### config.mk
export PLATFORM = sky130hd
export DESIGN_NAME = timer_output_mode_recovery
export DESIGN_NICKNAME = d
export VERILOG_FILES = /design/src/hw/tmr_chan_counter.v /design/src/hw/timer_output_mode_recovery.v
export VERILOG_INCLUDE_DIRS = /design/src /design/src/pkg
export SDC_FILE = /design/constraint.sdc
export NUM_CORES = 1
export LEC_CHECK = 0
export BUFFER_PORTS_ARGS = -buffer_cell sky130_fd_sc_hd__buf_2
export CORE_ASPECT_RATIO = 0.75
export CORE_MARGIN = 3
export CORE_UTILIZATION = 45
export CTS_CLUSTER_SIZE = 30
export DETAILED_ROUTE_END_ITERATION = 8
export RECOVER_POWER = 100
export SYNTH_ARGS = -nofsm -noshare
export SYNTH_HDL_FRONTEND = slang
export SYNTH_SLANG_ARGS = --single-unit
### constraint.sdc
create_clock -name clk_sys -period 5.9 [get_ports clk_sys]
set_clock_uncertainty 0.2 [all_clocks]
set_input_delay 0.885 -clock clk_sys [delete_from_list [all_inputs] [get_ports clk_sys]]
set_output_delay 0.885 -clock clk_sys [all_outputs]
set_load 0.05 [all_outputs]
### src/pkg/tmr_out_consts.vh
// constants for the timer output recovery block
`ifndef TMR_OUT_CONSTS_VH
`define TMR_OUT_CONSTS_VH

// address map: region in paddr[7:5], channel index in paddr[4:2]
`define RGN_GLOBAL 3'h0
`define RGN_MODE 3'h1
`define RGN_IOCTL 3'h2
`define RGN_CMPA 3'h3
`define RGN_CMPB 3'h4
`define RGN_CNT 3'h5
`define ADDR_START 8'h00
`define ADDR_OUTEN 8'h04
`define ADDR_OUTCTL 8'h08
`define ADDR_PINSTAT 8'h0c

// channel count and index limits
`define NUM_CH 5
`define CH_LAST 3'h4
`define CH_PAIR_LO 3'h3
`define CH_PAIR_HI 3'h4

// mode codes
`define MODE_NORMAL 3'h0
`define MODE_PWM1 3'h1
`define MODE_PWM2 3'h2
`define MODE_PHASE 3'h3
`define MODE_RPWM 3'h4
`define MODE_CPWM 3'h5

// pin action codes on compare match
`define ACT_OFF 2'h0
`define ACT_LOW 2'h1
`define ACT_HIGH 2'h2
`define ACT_TOGGLE 2'h3

// pin I/O control field positions
`define IO_ACTA_LSB 0
`define IO_INITA 2
`define IO_ACTB_LSB 4
`define IO_INITB 6
`define IO_WIDTH 7

// output level control fields
`define OC_CYCLIC 0
`define OC_LEVEL 1

// output master enable fields
`define OE_CH3 0
`define OE_CH4 1

// reset values
`define RST_MODE 3'h0
`define RST_IOCTL 7'h00
`define RST_CMP 16'hffff
`define RST_OUTCTL 2'h0
`define RST_OUTEN 2'h0

`endif

### src/hw/tmr_chan_counter.v
// one channel counter with two compare matches
`timescale 1ns/1ps
module tmr_chan_counter (
    // clock and reset
    input wire clk_sys,
    input wire nrst,
    // control
    input wire run,
    input wire clrOnA,
    input wire [15:0] cmpA,
    input wire [15:0] cmpB,
    // state
    output wire [15:0] cnt,
    output wire matchA,
    output wire matchB
);
    reg [15:0] cnt_q; // running count
    assign cnt = cnt_q;
    // matches only count while running, so a stopped channel never fires
    assign matchA = run && (cnt_q == cmpA);
    assign matchB = run && (cnt_q == cmpB);

    // count up; clear on match A where it is the cycle register
    always @(posedge clk_sys) begin
        if (!nrst) begin
            cnt_q <= 16'h0000;
        end else if (run) begin
            if (clrOnA && matchA) begin
                cnt_q <= 16'h0000;
            end else begin
                cnt_q <= cnt_q + 16'h0001;
            end
        end
    end
endmodule // tmr_chan_counter

### src/hw/timer_output_mode_recovery.v
// timer output stage: modes, pin init, stop and mode-change levels
//
// How it works
// after reset all timer outputs low
// PWM1 io write skips channel B pin
// PWM2 io write skips cycle register pin
// PWM2 only legal on channels 0 to 2
// phase counting only on channels 1, 2
// complementary PWM waveform from compare matches
// complementary stop restores initial output value
// complementary to normal drives outputs low
// compare match applies configured pin action
// start bit runs, cleared bit stops counter
// software parks pin on port before stopping
// io write sets initial pin levels
// io control can disable waveform generation
// master enable gates channel 3/4 outputs
// output control sets level and cyclic output
// software follows ordered complementary entry sequence
// same-mode restart skips mode write only
// enable channel 3/4 before pin init
// external load treats low as active
// port selection freezes waveform-driven pin state; in pair modes channel 4 pins follow pinFuncTimer[3]
//
// Implementation choices: the register addresses and the APB register port.
`timescale 1ns/1ps
`include "tmr_out_consts.vh"
module timer_output_mode_recovery (
    // clock and reset
    input wire clk_sys,
    input wire nrst,
    // apb slave
    input wire [7:0] paddr,
    input wire psel,
    input wire penable,
    input wire pwrite,
    input wire [31:0] pwdata,
    output reg [31:0] prdata,
    output reg pready,
    output reg pslverr,
    // pin function controller: high selects timer output per channel
    input wire [4:0] pinFuncTimer,
    // timer outputs toward the pin multiplexer
    output reg [4:0] timerOutA,
    output reg [4:0] timerOutB,
    output reg cycleOut
);
    // register state
    reg [4:0] start_q; // counter_start_register
    reg [1:0] outEn_q; // output_master_enable_register
    reg [1:0] outCtl_q; // output_level_control_register
    reg [2:0] mode_q [0:4]; // per-channel mode
    reg [6:0] ioCtl_q [0:4]; // pin_io_control_register per channel
    reg [15:0] cmpA_q [0:4]; // compare A, cycle in pwm modes
    reg [15:0] cmpB_q [0:4]; // compare B, duty in pwm modes
    reg [4:0] pinA_q; // internal channel_a_compare_pin state
    reg [4:0] pinB_q; // internal channel_b_compare_pin state
    reg pos3_q; // positive phase, pair output 3
    reg pos4_q; // positive phase, pair output 4
    reg cyc_q; // cyclic output state
    integer i;

    // counter buses
    wire [79:0] cntBus;
    wire [4:0] matchA;
    wire [4:0] matchB;
    wire [4:0] clrOnA;

    // apb decode
    wire setup = psel && !penable && !pready;
    wire [2:0] rgn = paddr[7:5];
    wire [2:0] chIdx = paddr[4:2];
    wire chOk = (chIdx <= `CH_LAST);
    wire globOk = (paddr == `ADDR_START) || (paddr == `ADDR_OUTEN) ||
                  (paddr == `ADDR_OUTCTL) || (paddr == `ADDR_PINSTAT);
    wire mapped = (rgn == `RGN_GLOBAL) ? globOk :
                  ((rgn <= `RGN_CNT) && chOk);
    // writes land at the edge that ends the access cycle, with pready high
    wire wrEn = psel && penable && pready && pwrite && mapped;

    // pair modes belong to channel 3 and drive channels 3 and 4
    wire pairMode = (mode_q[3] == `MODE_CPWM) || (mode_q[3] == `MODE_RPWM);
    wire [15:0] cnt3 = cntBus[63:48];

    // mode legality per channel
    function legalMode;
        input [2:0] ch;
        input [2:0] m;
        input [1:0] oe;
        begin
            case (m)
                `MODE_NORMAL, `MODE_PWM1: legalMode = 1'b1;
                `MODE_PWM2: legalMode = (ch <= 3'h2);
                `MODE_PHASE: legalMode = (ch == 3'h1) || (ch == 3'h2);
                // pair modes need outputs off first
                `MODE_CPWM, `MODE_RPWM: legalMode = (ch == `CH_PAIR_LO) && (oe == 2'h0);
                default: legalMode = 1'b0;
            endcase
        end
    endfunction

    // pin level after a compare match
    function applyAct;
        input cur;
        input [1:0] act;
        begin
            case (act)
                `ACT_LOW: applyAct = 1'b0;
                `ACT_HIGH: applyAct = 1'b1;
                `ACT_TOGGLE: applyAct = ~cur;
                default: applyAct = cur; // generation disabled
            endcase
        end
    endfunction

    // counters, one per channel
    genvar g;
    generate
        for (g = 0; g < `NUM_CH; g = g + 1) begin : gCh
            // in pwm modes compare A is the cycle register
            assign clrOnA[g] = (mode_q[g] != `MODE_NORMAL) && (mode_q[g] != `MODE_PHASE);
            tmr_chan_counter uCnt (
                .clk_sys(clk_sys),
                .nrst(nrst),
                .run(start_q[g]),
                .clrOnA(clrOnA[g]),
                .cmpA(cmpA_q[g]),
                .cmpB(cmpB_q[g]),
                .cnt(cntBus[16*g+15:16*g]),
                .matchA(matchA[g]),
                .matchB(matchB[g])
            );
        end
    endgenerate

    // apb answer: ready in the first access cycle
    always @(posedge clk_sys) begin
        if (!nrst) begin
            pready <= 1'b0;
            pslverr <= 1'b0;
            prdata <= 32'h00000000;
        end else begin
            pready <= setup;
            pslverr <= setup && !mapped;
            if (setup && !pwrite) begin
                prdata <= 32'h00000000;
                // unmapped reads return zero
                if (mapped) begin
                    case (rgn)
                        `RGN_GLOBAL: begin
                            if (paddr == `ADDR_START) begin
                                prdata <= {27'h0000000, start_q};
                            end else if (paddr == `ADDR_OUTEN) begin
                                prdata <= {30'h00000000, outEn_q};
                            end else if (paddr == `ADDR_OUTCTL) begin
                                prdata <= {30'h00000000, outCtl_q};
                            end else begin
                                // live internal pin state
                                prdata <= {21'h000000, cyc_q, pinB_q, pinA_q};
                            end
                        end
                        `RGN_MODE: prdata <= {29'h00000000, mode_q[chIdx]};
                        `RGN_IOCTL: prdata <= {25'h0000000, ioCtl_q[chIdx]};
                        `RGN_CMPA: prdata <= {16'h0000, cmpA_q[chIdx]};
                        `RGN_CMPB: prdata <= {16'h0000, cmpB_q[chIdx]};
                        `RGN_CNT: prdata <= {16'h0000, cntBus[16*chIdx +: 16]};
                        default: prdata <= 32'h00000000;
                    endcase
                end
            end
        end
    end

    // register writes and internal pin state
    always @(posedge clk_sys) begin
        if (!nrst) begin
            start_q <= 5'h00;
            outEn_q <= `RST_OUTEN;
            outCtl_q <= `RST_OUTCTL;
            pinA_q <= 5'h00;
            pinB_q <= 5'h00;
            pos3_q <= 1'b0;
            pos4_q <= 1'b0;
            cyc_q <= 1'b0;
            for (i = 0; i < `NUM_CH; i = i + 1) begin
                mode_q[i] <= `RST_MODE;
                ioCtl_q[i] <= `RST_IOCTL;
                cmpA_q[i] <= `RST_CMP;
                cmpB_q[i] <= `RST_CMP;
            end
        end else begin
            // waveform events; frozen while the port owns the pin
            for (i = 0; i < `NUM_CH; i = i + 1) begin
                if (pinFuncTimer[i]) begin
                    case (mode_q[i])
                        `MODE_NORMAL, `MODE_PHASE: begin
                            if (matchA[i]) begin
                                pinA_q[i] <= applyAct(pinA_q[i], ioCtl_q[i][1:0]);
                            end
                            if (matchB[i]) begin
                                pinB_q[i] <= applyAct(pinB_q[i], ioCtl_q[i][5:4]);
                            end
                        end
                        `MODE_PWM1: begin
                            // both matches steer pin A; pin B carries no wave
                            if (matchB[i]) begin
                                pinA_q[i] <= applyAct(pinA_q[i], ioCtl_q[i][5:4]);
                            end else if (matchA[i]) begin
                                pinA_q[i] <= applyAct(pinA_q[i], ioCtl_q[i][1:0]);
                            end
                        end
                        `MODE_PWM2: begin
                            // cycle end restores pin B, duty match applies action
                            if (matchA[i] && ioCtl_q[i][5:4] != `ACT_OFF) begin
                                pinB_q[i] <= ioCtl_q[i][`IO_INITB];
                            end else if (matchB[i]) begin
                                pinB_q[i] <= applyAct(pinB_q[i], ioCtl_q[i][5:4]);
                            end
                        end
                        default: begin
                            // pair modes handled below
                        end
                    endcase
                end
            end

            // complementary and reset-synchronized pair waveform
            if (pairMode && start_q[3] && pinFuncTimer[3]) begin
                if (matchA[3]) begin
                    pos3_q <= 1'b0;
                    pos4_q <= 1'b0;
                    if (outCtl_q[`OC_CYCLIC]) begin
                        cyc_q <= ~cyc_q;
                    end
                end else begin
                    if (cnt3 == cmpB_q[3]) begin
                        pos3_q <= 1'b1;
                    end
                    if (cnt3 == cmpB_q[4]) begin
                        pos4_q <= 1'b1;
                    end
                end
            end
            if (pairMode) begin
                // positive phases on A pins, negative on B pins
                pinA_q[3] <= pos3_q ^ outCtl_q[`OC_LEVEL];
                pinB_q[3] <= ~pos3_q ^ outCtl_q[`OC_LEVEL];
                pinA_q[4] <= pos4_q ^ outCtl_q[`OC_LEVEL];
                pinB_q[4] <= ~pos4_q ^ outCtl_q[`OC_LEVEL];
            end

            // software writes take effect last and win
            if (wrEn) begin
                case (rgn)
                    `RGN_GLOBAL: begin
                        if (paddr == `ADDR_START) begin
                            start_q <= pwdata[4:0];
                            if (pairMode && start_q[3] && !pwdata[3]) begin
                                // stop returns pair to its initial value
                                pos3_q <= 1'b0;
                                pos4_q <= 1'b0;
                            end
                        end else if (paddr == `ADDR_OUTEN) begin
                            outEn_q <= pwdata[1:0];
                        end else if (paddr == `ADDR_OUTCTL) begin
                            // level may only change with pair outputs off
                            if (outEn_q == 2'h0) begin
                                outCtl_q <= pwdata[1:0];
                            end
                        end
                    end
                    `RGN_MODE: begin
                        if (legalMode(chIdx, pwdata[2:0], outEn_q)) begin
                            mode_q[chIdx] <= pwdata[2:0];
                            if (chIdx == `CH_PAIR_LO) begin
                                if ((pwdata[2:0] == `MODE_CPWM) ||
                                    (pwdata[2:0] == `MODE_RPWM)) begin
                                    // entering a pair mode: cyclic pin low
                                    cyc_q <= 1'b0;
                                    pos3_q <= 1'b0;
                                    pos4_q <= 1'b0;
                                end else if (mode_q[3] == `MODE_CPWM) begin
                                    pinA_q[4:3] <= 2'h0;
                                    pinB_q[4:3] <= 2'h0;
                                end else if (mode_q[3] == `MODE_RPWM) begin
                                    // positive low, negative high
                                    pinA_q[4:3] <= 2'h0;
                                    pinB_q[4:3] <= 2'h3;
                                end
                            end
                        end
                    end
                    `RGN_IOCTL: begin
                        ioCtl_q[chIdx] <= pwdata[`IO_WIDTH-1:0];
                        // pair-owned channels keep their levels
                        if (!(pairMode && chIdx >= `CH_PAIR_LO)) begin
                            // an off action leaves the pin and stops generation
                            if (pwdata[1:0] != `ACT_OFF &&
                                mode_q[chIdx] != `MODE_PWM2) begin
                                pinA_q[chIdx] <= pwdata[`IO_INITA];
                            end
                            if (pwdata[5:4] != `ACT_OFF &&
                                mode_q[chIdx] != `MODE_PWM1) begin
                                pinB_q[chIdx] <= pwdata[`IO_INITB];
                            end
                        end
                    end
                    `RGN_CMPA: cmpA_q[chIdx] <= pwdata[15:0];
                    `RGN_CMPB: cmpB_q[chIdx] <= pwdata[15:0];
                    default: begin
                        // counters are read only
                    end
                endcase
            end
        end
    end

    // registered outputs; channels 3 and 4 gated by master enable
    always @(posedge clk_sys) begin
        if (!nrst) begin
            timerOutA <= 5'h00;
            timerOutB <= 5'h00;
            cycleOut <= 1'b0;
        end else begin
            timerOutA <= pinA_q & {outEn_q[`OE_CH4], outEn_q[`OE_CH3], 3'h7};
            timerOutB <= pinB_q & {outEn_q[`OE_CH4], outEn_q[`OE_CH3], 3'h7};
            cycleOut <= cyc_q & pairMode;
        end
    end
endmodule // timer_output_mode_recovery

Word level (Yosys, flattened, before mapping)
Memories as Yosys holds them, arrays and structs flattened.
Index checks and enable logic that the tools add are counted.
Word-level totals
  flip-flop bits (word level): 147
  latch bits: 0
  memory bits (writable): 210
  bits in read-only memories: 0
  input bits: 50
  memories kept: 4
Cells by class
  $add $sub $neg: 5
  multipliers: 0
  divide/modulo/power cells: 0
  magnitude comparators: 6
  equal/unequal tests: 81
  shifts and indexed selects: 1
  multiplexer cells: 162
  bitwise operators: 22
  reduce and logical (&&, ||, !) cells: 88
Memories
  cmpA_q: words 5, bits a word 16, rd ports 6, clocked after Yosys merged registers in 0, wr ports 5, RTL line timer_output_mode_recovery.v:54  | reg [15:0] cmpA_q [0:4];
  cmpB_q: words 5, bits a word 16, rd ports 6, clocked after Yosys merged registers in 0, wr ports 5, RTL line timer_output_mode_recovery.v:55  | reg [15:0] cmpB_q [0:4];
  ioCtl_q: words 5, bits a word 7, rd ports 6, clocked after Yosys merged registers in 0, wr ports 5, RTL line timer_output_mode_recovery.v:53  | reg [6:0] ioCtl_q [0:4];
  mode_q: words 5, bits a word 3, rd ports 6, clocked after Yosys merged registers in 0, wr ports 5, RTL line timer_output_mode_recovery.v:52  | reg [2:0] mode_q [0:4];
Operator list (number)
  $pmux 32 s6: 1
  $eq 16x16->1: 11
  $mux 16: 7
  $mux 1: 89
  $add 16x1->16 const B: 5
  $shiftx 80x8->16: 1
  $eq 3x2->1 const B: 16
  $pmux 1 s3: 15
  $logic_and 1x1->1: 42
  $eq 2x2->1 const B: 20
  $mux 11: 3
  $mux 32: 1
  $reduce_or 16->1: 2
  $mux 5: 6
  $mux 2: 14
  $eq 3x1->1 const B: 8
  $pmux 1 s2: 12
  $logic_not 3->1: 7
  $mux 3: 7
  $eq 2x1->1 const B: 10
  $eq 3x3->1 const B: 6
  $ne 3x2->1 const B: 6
  $eq 8x4->1 const B: 2
  $not 1->1: 15
  27 further kinds: 59

Longest topological paths before layout
Gate-level depths: netlist (run 1).
An unclocked memory read counts as a cell.
  depth in word-level cells: 16
  gate-level depth with buffers: 11
  depth with buffers taken out: 8

Cells and area by module
From an unflattened synthesis (run 1), not the netlist that was laid out.
Second synthesis, totals
  cells, all modules: 2087
  area, all modules: 24489.7 sq um
By module, submodules not included
  timer_output_mode_recovery: times used 1, cells each 1402, area an instance 18871.8 sq um, seq. area each 11110.7 sq um
  tmr_chan_counter: times used 5, cells each 137, area an instance 1123.6 sq um, seq. area each 320.3 sq um

Worst setup path after synthesis (run 1)
OpenSTA, ideal clock, no wires.
  path kind: input to register
  from: in paddr[5]
  to: mem cmpA_q[2][0], enable pin
  library setup time: 372 ps
  arrival time: 3121 ps
  path slack: 2207 ps
  cell stages on the path: 10
  cell sequence: or3_1 > buf_2 > or4_1 > buf_4 > a21oi_4 > nand2_4 > nor2_4 > nand2_2 > clkbuf_1 > nand2_1
RTL lines
  start, declared: RTL line timer_output_mode_recovery.v:33  | input wire [7:0] paddr,
  end, declared: RTL line timer_output_mode_recovery.v:54

==> results of run 1 <==
-- layout make-up --
class,instances,area share (%)
antenna,2,0.0189
clock buffer,65,5.03
clock inverter,23,0.952
inverter,13,0.184
multi-input combinational,1506,41.0
sequential,467,47.9
tap,703,3.31
timing repair buffer,89,1.65
-- registers in the layout, summed over array words and instances (netlist names), 2 cells and up --
register	count
pinA_q	5
prdata	16
mode_q	24
timerOutA	5
outCtl_q	2
start_q	5
cmpA_q	128
pinB_q	5
outEn_q	2
cmpB_q	128
ioCtl_q	56
gCh.uCnt.cnt	80
timerOutB	5
-- worst max-delay path, stage by stage --
cell and delay, ns:
clkbuf_1 0.30, or3_1 0.61, or4_1 0.65, a21oi_1 0.63, nand2_1 0.37, nor2_4 0.38
nand2_1 0.08, clkbuf_1 0.31, nand2_1 0.61
-- worst min-delay path by stage --
stage / start / slack (ns) / to
finish: prdata[9] / 0.27 / prdata[9]
global route: prdata[14] / 0.31 / prdata[14]
CTS: prdata[9] / 0.26 / prdata[9]
detailed placement: prdata[9] / 0.26 / prdata[9]
global placement: prdata[3] / 0.24 / prdata[3]
floorplan: pos3_q / 0.26 / pos3_q
-- routing by layer --
| metal | wire [µm] | vias up | GRT usage [%] |
|---|---|---|---|
| met4 | 1930 | 0 | 7.03 |
| met5 | 0 | - | 0 |
| met3 | 9130 | 120 | 8.27 |
| li1 | - | 7360 | - |
| met1 | 31800 | 8358 | 38.7 |
| met2 | 30700 | 862 | 37.8 |
-- power breakdown --
group	switching (mW)	internal [mW]	total [mW]
combinational	0.320	0.139	0.460
clock	1.30	1.80	3.10
sequential	0.0448	3.61	3.66
-- cell families (layout without fill, tap and decap cells) --
| group | count (synthesis) | count (layout) | synth area share (%) |
|---|---|---|---|
| compound gates | 202 | 202 | 5.62 |
| xor+xnor | 255 | 255 | 9.36 |
| fa+ha+maj | 5 | 5 | 0.262 |
| buf+inv | 185 | 190 | 3.30 |
| flops | 467 | 467 | 53.3 |
| mux | 144 | 144 | 11.3 |
| other cells | 1 | 150 | 0.0157 |
| simple gates | 752 | 752 | 16.8 |
-- layout by cell type, fill, tap and decap left out, types with 7 or more instances in the layout --
cell,instances
edfxtp_1,336
mux4_2,100
a22oi_1,16
buf_4,21
nor4_1,27
clkbuf_8,7
nand2b_1,17
and3_1,57
buf_2,13
nor3_1,24
o21ai_0,47
or2_1,88
inv_1,13
nor2_1,151
conb_1,148
o211ai_1,7
nand4_1,60
a31oi_1,10
a21oi_1,41
nor2b_1,43
or2_2,72
xnor2_1,145
dfxtp_1,131
nand3_1,42
clkbuf_1,64
nand2_1,126
o31ai_1,7
and2_1,7
mux2i_1,39
o22ai_1,19
clkbuf_16,48
xor2_1,110
clkinv_1,8
a21boi_0,16
-- per-stage QoR --
step | setup WS (ns) | utilization (%) | total power, mW | cell area [µm²]
2_1_floorplan | 2.21 | - | 4.01 | 24400
3_3_place_gp | 1.41 | 48.2 | 4.17 | 25100
3_5_place_dp | 1.35 | 48.2 | 4.18 | 25100
4_1_cts | 1.97 | 51.3 | 7.27 | 26700
5_1_grt | 0.898 | 51.0 | 7.44 | 26500
6_report | 1.08 | 51.1 | 7.22 | 26500
==> key figures, run 1 <==
Place
  – Routability Congestion: 0.944
  – DP Wirelength: 55.4 mm
  – Port Buffers: 62
  – Placed Cells: 2,778

Setup path
  – Critical Path AT: ~4.8 ns
  – FF-to-FF Start: gCh[2].uCnt.cnt[0]
  – End of the critical path: cmpB_q[2][4]
  – Critical path required time: just under 6 ns
  – Worst r2r dst: gCh[2].uCnt.cnt[9]
  – Critical path origin: paddr[5]
  – Crit. End Element: flop
  – Worst reg2reg path depth: 6
  – Reg2Reg Setup Slack: just over 2 ns
  – Critical path fanouts, max: 17
  – Crit path kind: input port to flop
  – Crit path launch type: input port

Clocking
  – Hold-fix buffers at CTS: 0
  – H-Tree Depth: 2
  – Resized Gates After CTS: 0
  – Setup bufs post-CTS: 0
  – CTS tree: yes
  – Worst-Skew Late Latency: about 0.60 ns
  – CTS root buffer: clkbuf_16
  – Worst-path clk slew: 0.06 ns
  – Longest Clk Path Bufs: 3
  – CTS Sinks: 467
  – Num CTS Buffers: 47

Yosys
  – Async S/R FF share, synth: 0%
  – Synthesized flop and latch total: 467
  – Commonest cells post-synth: edfxtp_1 (336), nor2_1 (151), xnor2_1 (145)
  – Area contributors post-synth: edfxtp_1 (42%), dfxtp_1 (11%), mux4_2 (9.4%)
  – Synth warn: 0
  – Synth unique cells: 77
  – Post-synth top area share: a little over two fifths
  – Mapped cell area: roughly 24,000 µm²
  – Yosys top cell by area: edfxtp_1
  – EDFF count, synth: 336
  – Cells after synthesis: 2,011
  – Seq/Total Area, Yosys: 53.3%
  – Post-synthesis average cell area: 11.9 µm²
  – Post-synth top flop: edfxtp_1
  – Count leader, synth: edfxtp_1

Detailed routing
  – DR vias/cell: roughly 5.8
  – Via count: between 15k and 20k
  – Detailed Routing Iterations Pass 1: 6
  – Residual DRC: 0
  – Detailed Route WL: between 70 and 80 mm
  – ANT nets after route: 0
  – DR iter-0 viols: 2,174
  – Wire per inst: 25.6 µm

Floorplanning
  – Initial Util: 45.9%
  – Io pins: 95
  – Core outline area: 52,000 µm²
  – Die Ht: 205 µm
  – Die W: roughly 270 µm
  – Floorplan row count: a little over 70
  – Die footprint: 55,800 µm²

Global route
  – Global-route wire length before repair: 107 mm
  – Vias in the first global route: 16.0k
  – Pin count of the biggest net entering global routing: 49
  – Initial antenna violation count: 0
  – All-Layer GR Usage: 26.4%
  – Global route total overflow: 0

STA
  – Final Hold Viols: 0
  – Fin crit period: 4.82 ns
  – Final worst-path cycle share: 81.7%
  – Setup TNS: 0 ns
  – Slew Viols, Final: 280
  – Setup violators final: 0
  – RSZ-0062 raised after global routing: false
  – Worst hold margin: 0.269 ns
  – FMAX: 207 MHz
  – Rel. slew slack: -54.1%
  – Slew @ Worst Pin: 2.31 ns

Worst hold path
  – Worst Hold Depth: 2
  – Min-delay worst type: flop to flop

Outcome
  – Status: finished with violations
  – Failing checks: capacitance limit, slew limit

Pwr
  – Leakage: 8.48 nW
  – Peak supply drop: 0.234 mV
  – Pwr dens: 272 nW/µm²

Finish
  – Finished Layout Cells: 2,868
  – NumNets Final: about 2.2k
  – Share of layout cells above drive strength 1: around 14%
  – Fillers: ~4.6k
  – Multi-input logic area: between 10,000 and 15,000 µm²
  – P&R area growth vs syn: 11.3%
  – Storage cell area: 12,700 µm²

Flow run
  – Max_cap viols: 10
(Power assumes the default switching activity.)
==> run 2: changes to the inputs <==
==> constraint.sdc (replaced) <==
create_clock -name clk_sys -period 3.95 [get_ports clk_sys]
set_clock_uncertainty 0.2 [all_clocks]
set_input_delay 0.5925 -clock clk_sys [delete_from_list [all_inputs] [get_ports clk_sys]]
set_output_delay 0.5925 -clock clk_sys [all_outputs]
set_load 0.05 [all_outputs]
==> run 2 against run 1 <==
The run still ends with capacitance limit, slew limit left. Clock power is 42% higher. Sequential power is 49% higher. First-iteration DRC count is 23% higher. Register-to-register slack worse by 1.3 ns. Core utilization is 0.20 points higher. Count of clock-buffer cells in the layout is 4 higher. Via count is 0.93% higher. Global-route usage is 0.22 points higher. Cell count is 1.0% higher. Combinational power is 55% higher. Flip-flop and latch count stayed put.
==> key figures, run 2 (synthesis results as in run 1) <==
Setup path
  – Critical Path AT: 3.78 ns (-1.06 ns)
  – Crit. End Element: flop
  – FF-to-FF Start: gCh[2].uCnt.cnt[6]
  – Crit path kind: input port to flop
  – Critical path required time: 4.22 ns (-1.70 ns)
  – Reg2Reg Setup Slack: 0.72 ns (-1.35 ns)
  – Worst r2r dst: gCh[2].uCnt.cnt[12]
  – Worst reg2reg path depth: 7 (+1)
  – Crit path launch type: input port
  – End of the critical path: prdata[15]
  – Critical path fanouts, max: 28 (+11)
  – Critical path origin: paddr[3]

STA
  – Rel. slew slack: -46.6% (+7.6 points)
  – Fin crit period: around 3.5 ns
  – Worst hold margin: 0.101 ns (-0.168 ns)
  – Slew @ Worst Pin: 2.20 ns (-0.114 ns)
  – Setup violators final: 0 (unchanged)
  – Slew Viols, Final: 98 (-65%)
  – RSZ-0062 raised after global routing: false
  – FMAX: 284 MHz
  – Final Hold Viols: 0 (unchanged)
  – Final worst-path cycle share: 89.0%
  – Setup TNS: 0 ns (unchanged)

Floorplanning
  – Die Ht: 205 µm (unchanged)
  – Core outline area: 52,000 µm² (unchanged)
  – Io pins: 95 (unchanged)
  – Die W: 272 µm (unchanged)
  – Floorplan row count: 72 (unchanged)
  – Die footprint: 55,800 µm² (unchanged)
  – Initial Util: 45.9% (unchanged)

Finish
  – Fillers: 4,591 (-0.37%)
  – P&R area growth vs syn: 11.7%
  – Share of layout cells above drive strength 1: 14.1% (+0.31 points)
  – Most frequent cells in the layout: edfxtp_1 (336), nor2_1 (151), conb_1 (148)
  – Final Cell Area: 26,600 µm² (+0.39%)
  – Storage cell area: 12,700 µm² (unchanged)
  – Multi-input logic area: 10,900 µm² (about the same)
  – NumNets Final: 2,211 (+1.5%)
  – Most common cell after layout, fill and taps aside: edfxtp_1

Place
  – Placement-stage cell area: 25,300 µm² (+1.0%)
  – Routability Congestion: 0.969 (+2.7%)
  – Port Buffers: 62 (unchanged)
  – DP Wirelength: 56.0 mm (+1.1%)

Detailed routing
  – Detailed Route WL: 74.3 mm (+1.1%)
  – DR vias/cell: 5.82 (-0.12%)
  – DR iter-0 viols: 2,672 (+23%)
  – Detailed Routing Iterations Pass 1: 5 (-1)
  – ANT nets after route: 0 (unchanged)
  – Via count: 16.9k (+0.93%)
  – Wire per inst: 25.6 µm (about the same)
  – Residual DRC: 0 (unchanged)

Clocking
  – Worst-path clk slew: 0.06 ns (about the same)
  – CTS root buffer: clkbuf_16
  – H-Tree Depth: 2 (unchanged)
  – CTS tree: yes
  – Hold-fix buffers at CTS: 0 (unchanged)
  – Longest Clk Path Bufs: 3 (unchanged)
  – Setup bufs post-CTS: 0 (unchanged)
  – Num CTS Buffers: 47 (unchanged)
  – CTS Sinks: 467 (unchanged)
  – Resized Gates After CTS: 0 (unchanged)
  – Worst-Skew Late Latency: 0.59 ns (about the same)

Global route
  – Global-route wire length before repair: 108 mm (+1.1%)
  – Pin count of the biggest net entering global routing: 52 (+6.1%)
  – Global route total overflow: 0 (unchanged)
  – Vias in the first global route: 15.7k (-1.6%)
  – All-Layer GR Usage: 26.6% (+0.22 points)
  – Initial antenna violation count: 1 (+1)

Outcome
  – Failing checks: capacitance limit, slew limit
  – Status: finished with violations

Flow run
  – Max_cap viols: 4 (-6)

Worst hold path
  – Min-delay worst type: input port to flop
  – HP Start: psel

Pwr
  – Post-layout power: 10.6 mW (+46%)
  – Leakage: 8.57 nW (+1.0%)
  – Pwr dens: 396 nW/µm² (+46%)
  – Peak supply drop: 0.344 mV (+47%)
-- run 2: cell types whose count changed in the layout (fill, tap and decap cells not counted), sizes merged --
| cell | before | now |
|---|---|---|
| buf | 35 | 54 |
| bufinv | 5 | 3 |
| diode | 2 | 1 |
| clkinvlp | 3 | 0 |
| clkbuf | 119 | 136 |
-- run 2: worst min-delay path by stage --
stage                 endpoint  cells after the start
finish                  pready                      2
detailed placement   prdata[8]                      2
floorplan               pos3_q                      2
CTS                     pready                      2
global placement    prdata[10]                      2
global route            pready                      2
-- run 2: per-layer routing --
layer  GRT usage [%]  part of all wire [%]
met1            41.8                    45
met2            38.1                    42
met3            5.29                    11
met4            5.11                   1.8
met5               0                     0
-- run 2: report_power, final --
group          switching, mW  internal [mW]
registers             0.0661           5.39
clock network           1.92           2.47
logic                  0.489          0.223
total                   2.48           8.08
-- run 2: cell type report --
| cell class | count | area share [%] |
|---|---|---|
| multi-input cells | 1506 | 40.8 |
| well taps | 703 | 3.30 |
| flip-flops and latches | 467 | 47.7 |
| clock inverters | 18 | 0.667 |
| clock buffers | 69 | 4.84 |
| inverters | 13 | 0.183 |
| repair buffers | 121 | 2.47 |
| diodes | 1 | 0.00939 |
-- run 2: per-stage QoR --
step	worst slack [ns]	utilization [%]	cells
2_1_floorplan	0.550	-	2158
5_1_grt	0.360	51.3	2897
4_1_cts	0.868	51.6	2897
3_5_place_dp	0.262	48.7	2810
3_3_place_gp	0.248	48.7	2810
6_report	0.434	51.3	2898
-- run 2: critical path, cell delays in order --
cell	delay (ns)
buf_4	0.25
clkbuf_2	0.74
buf_4	0.46
mux4_2	0.37
a22o_1	0.20
a221oi_1	0.59
buf_4	0.22
a31oi_1	0.05
a22oi_1	0.21
nor2b_1	0.06
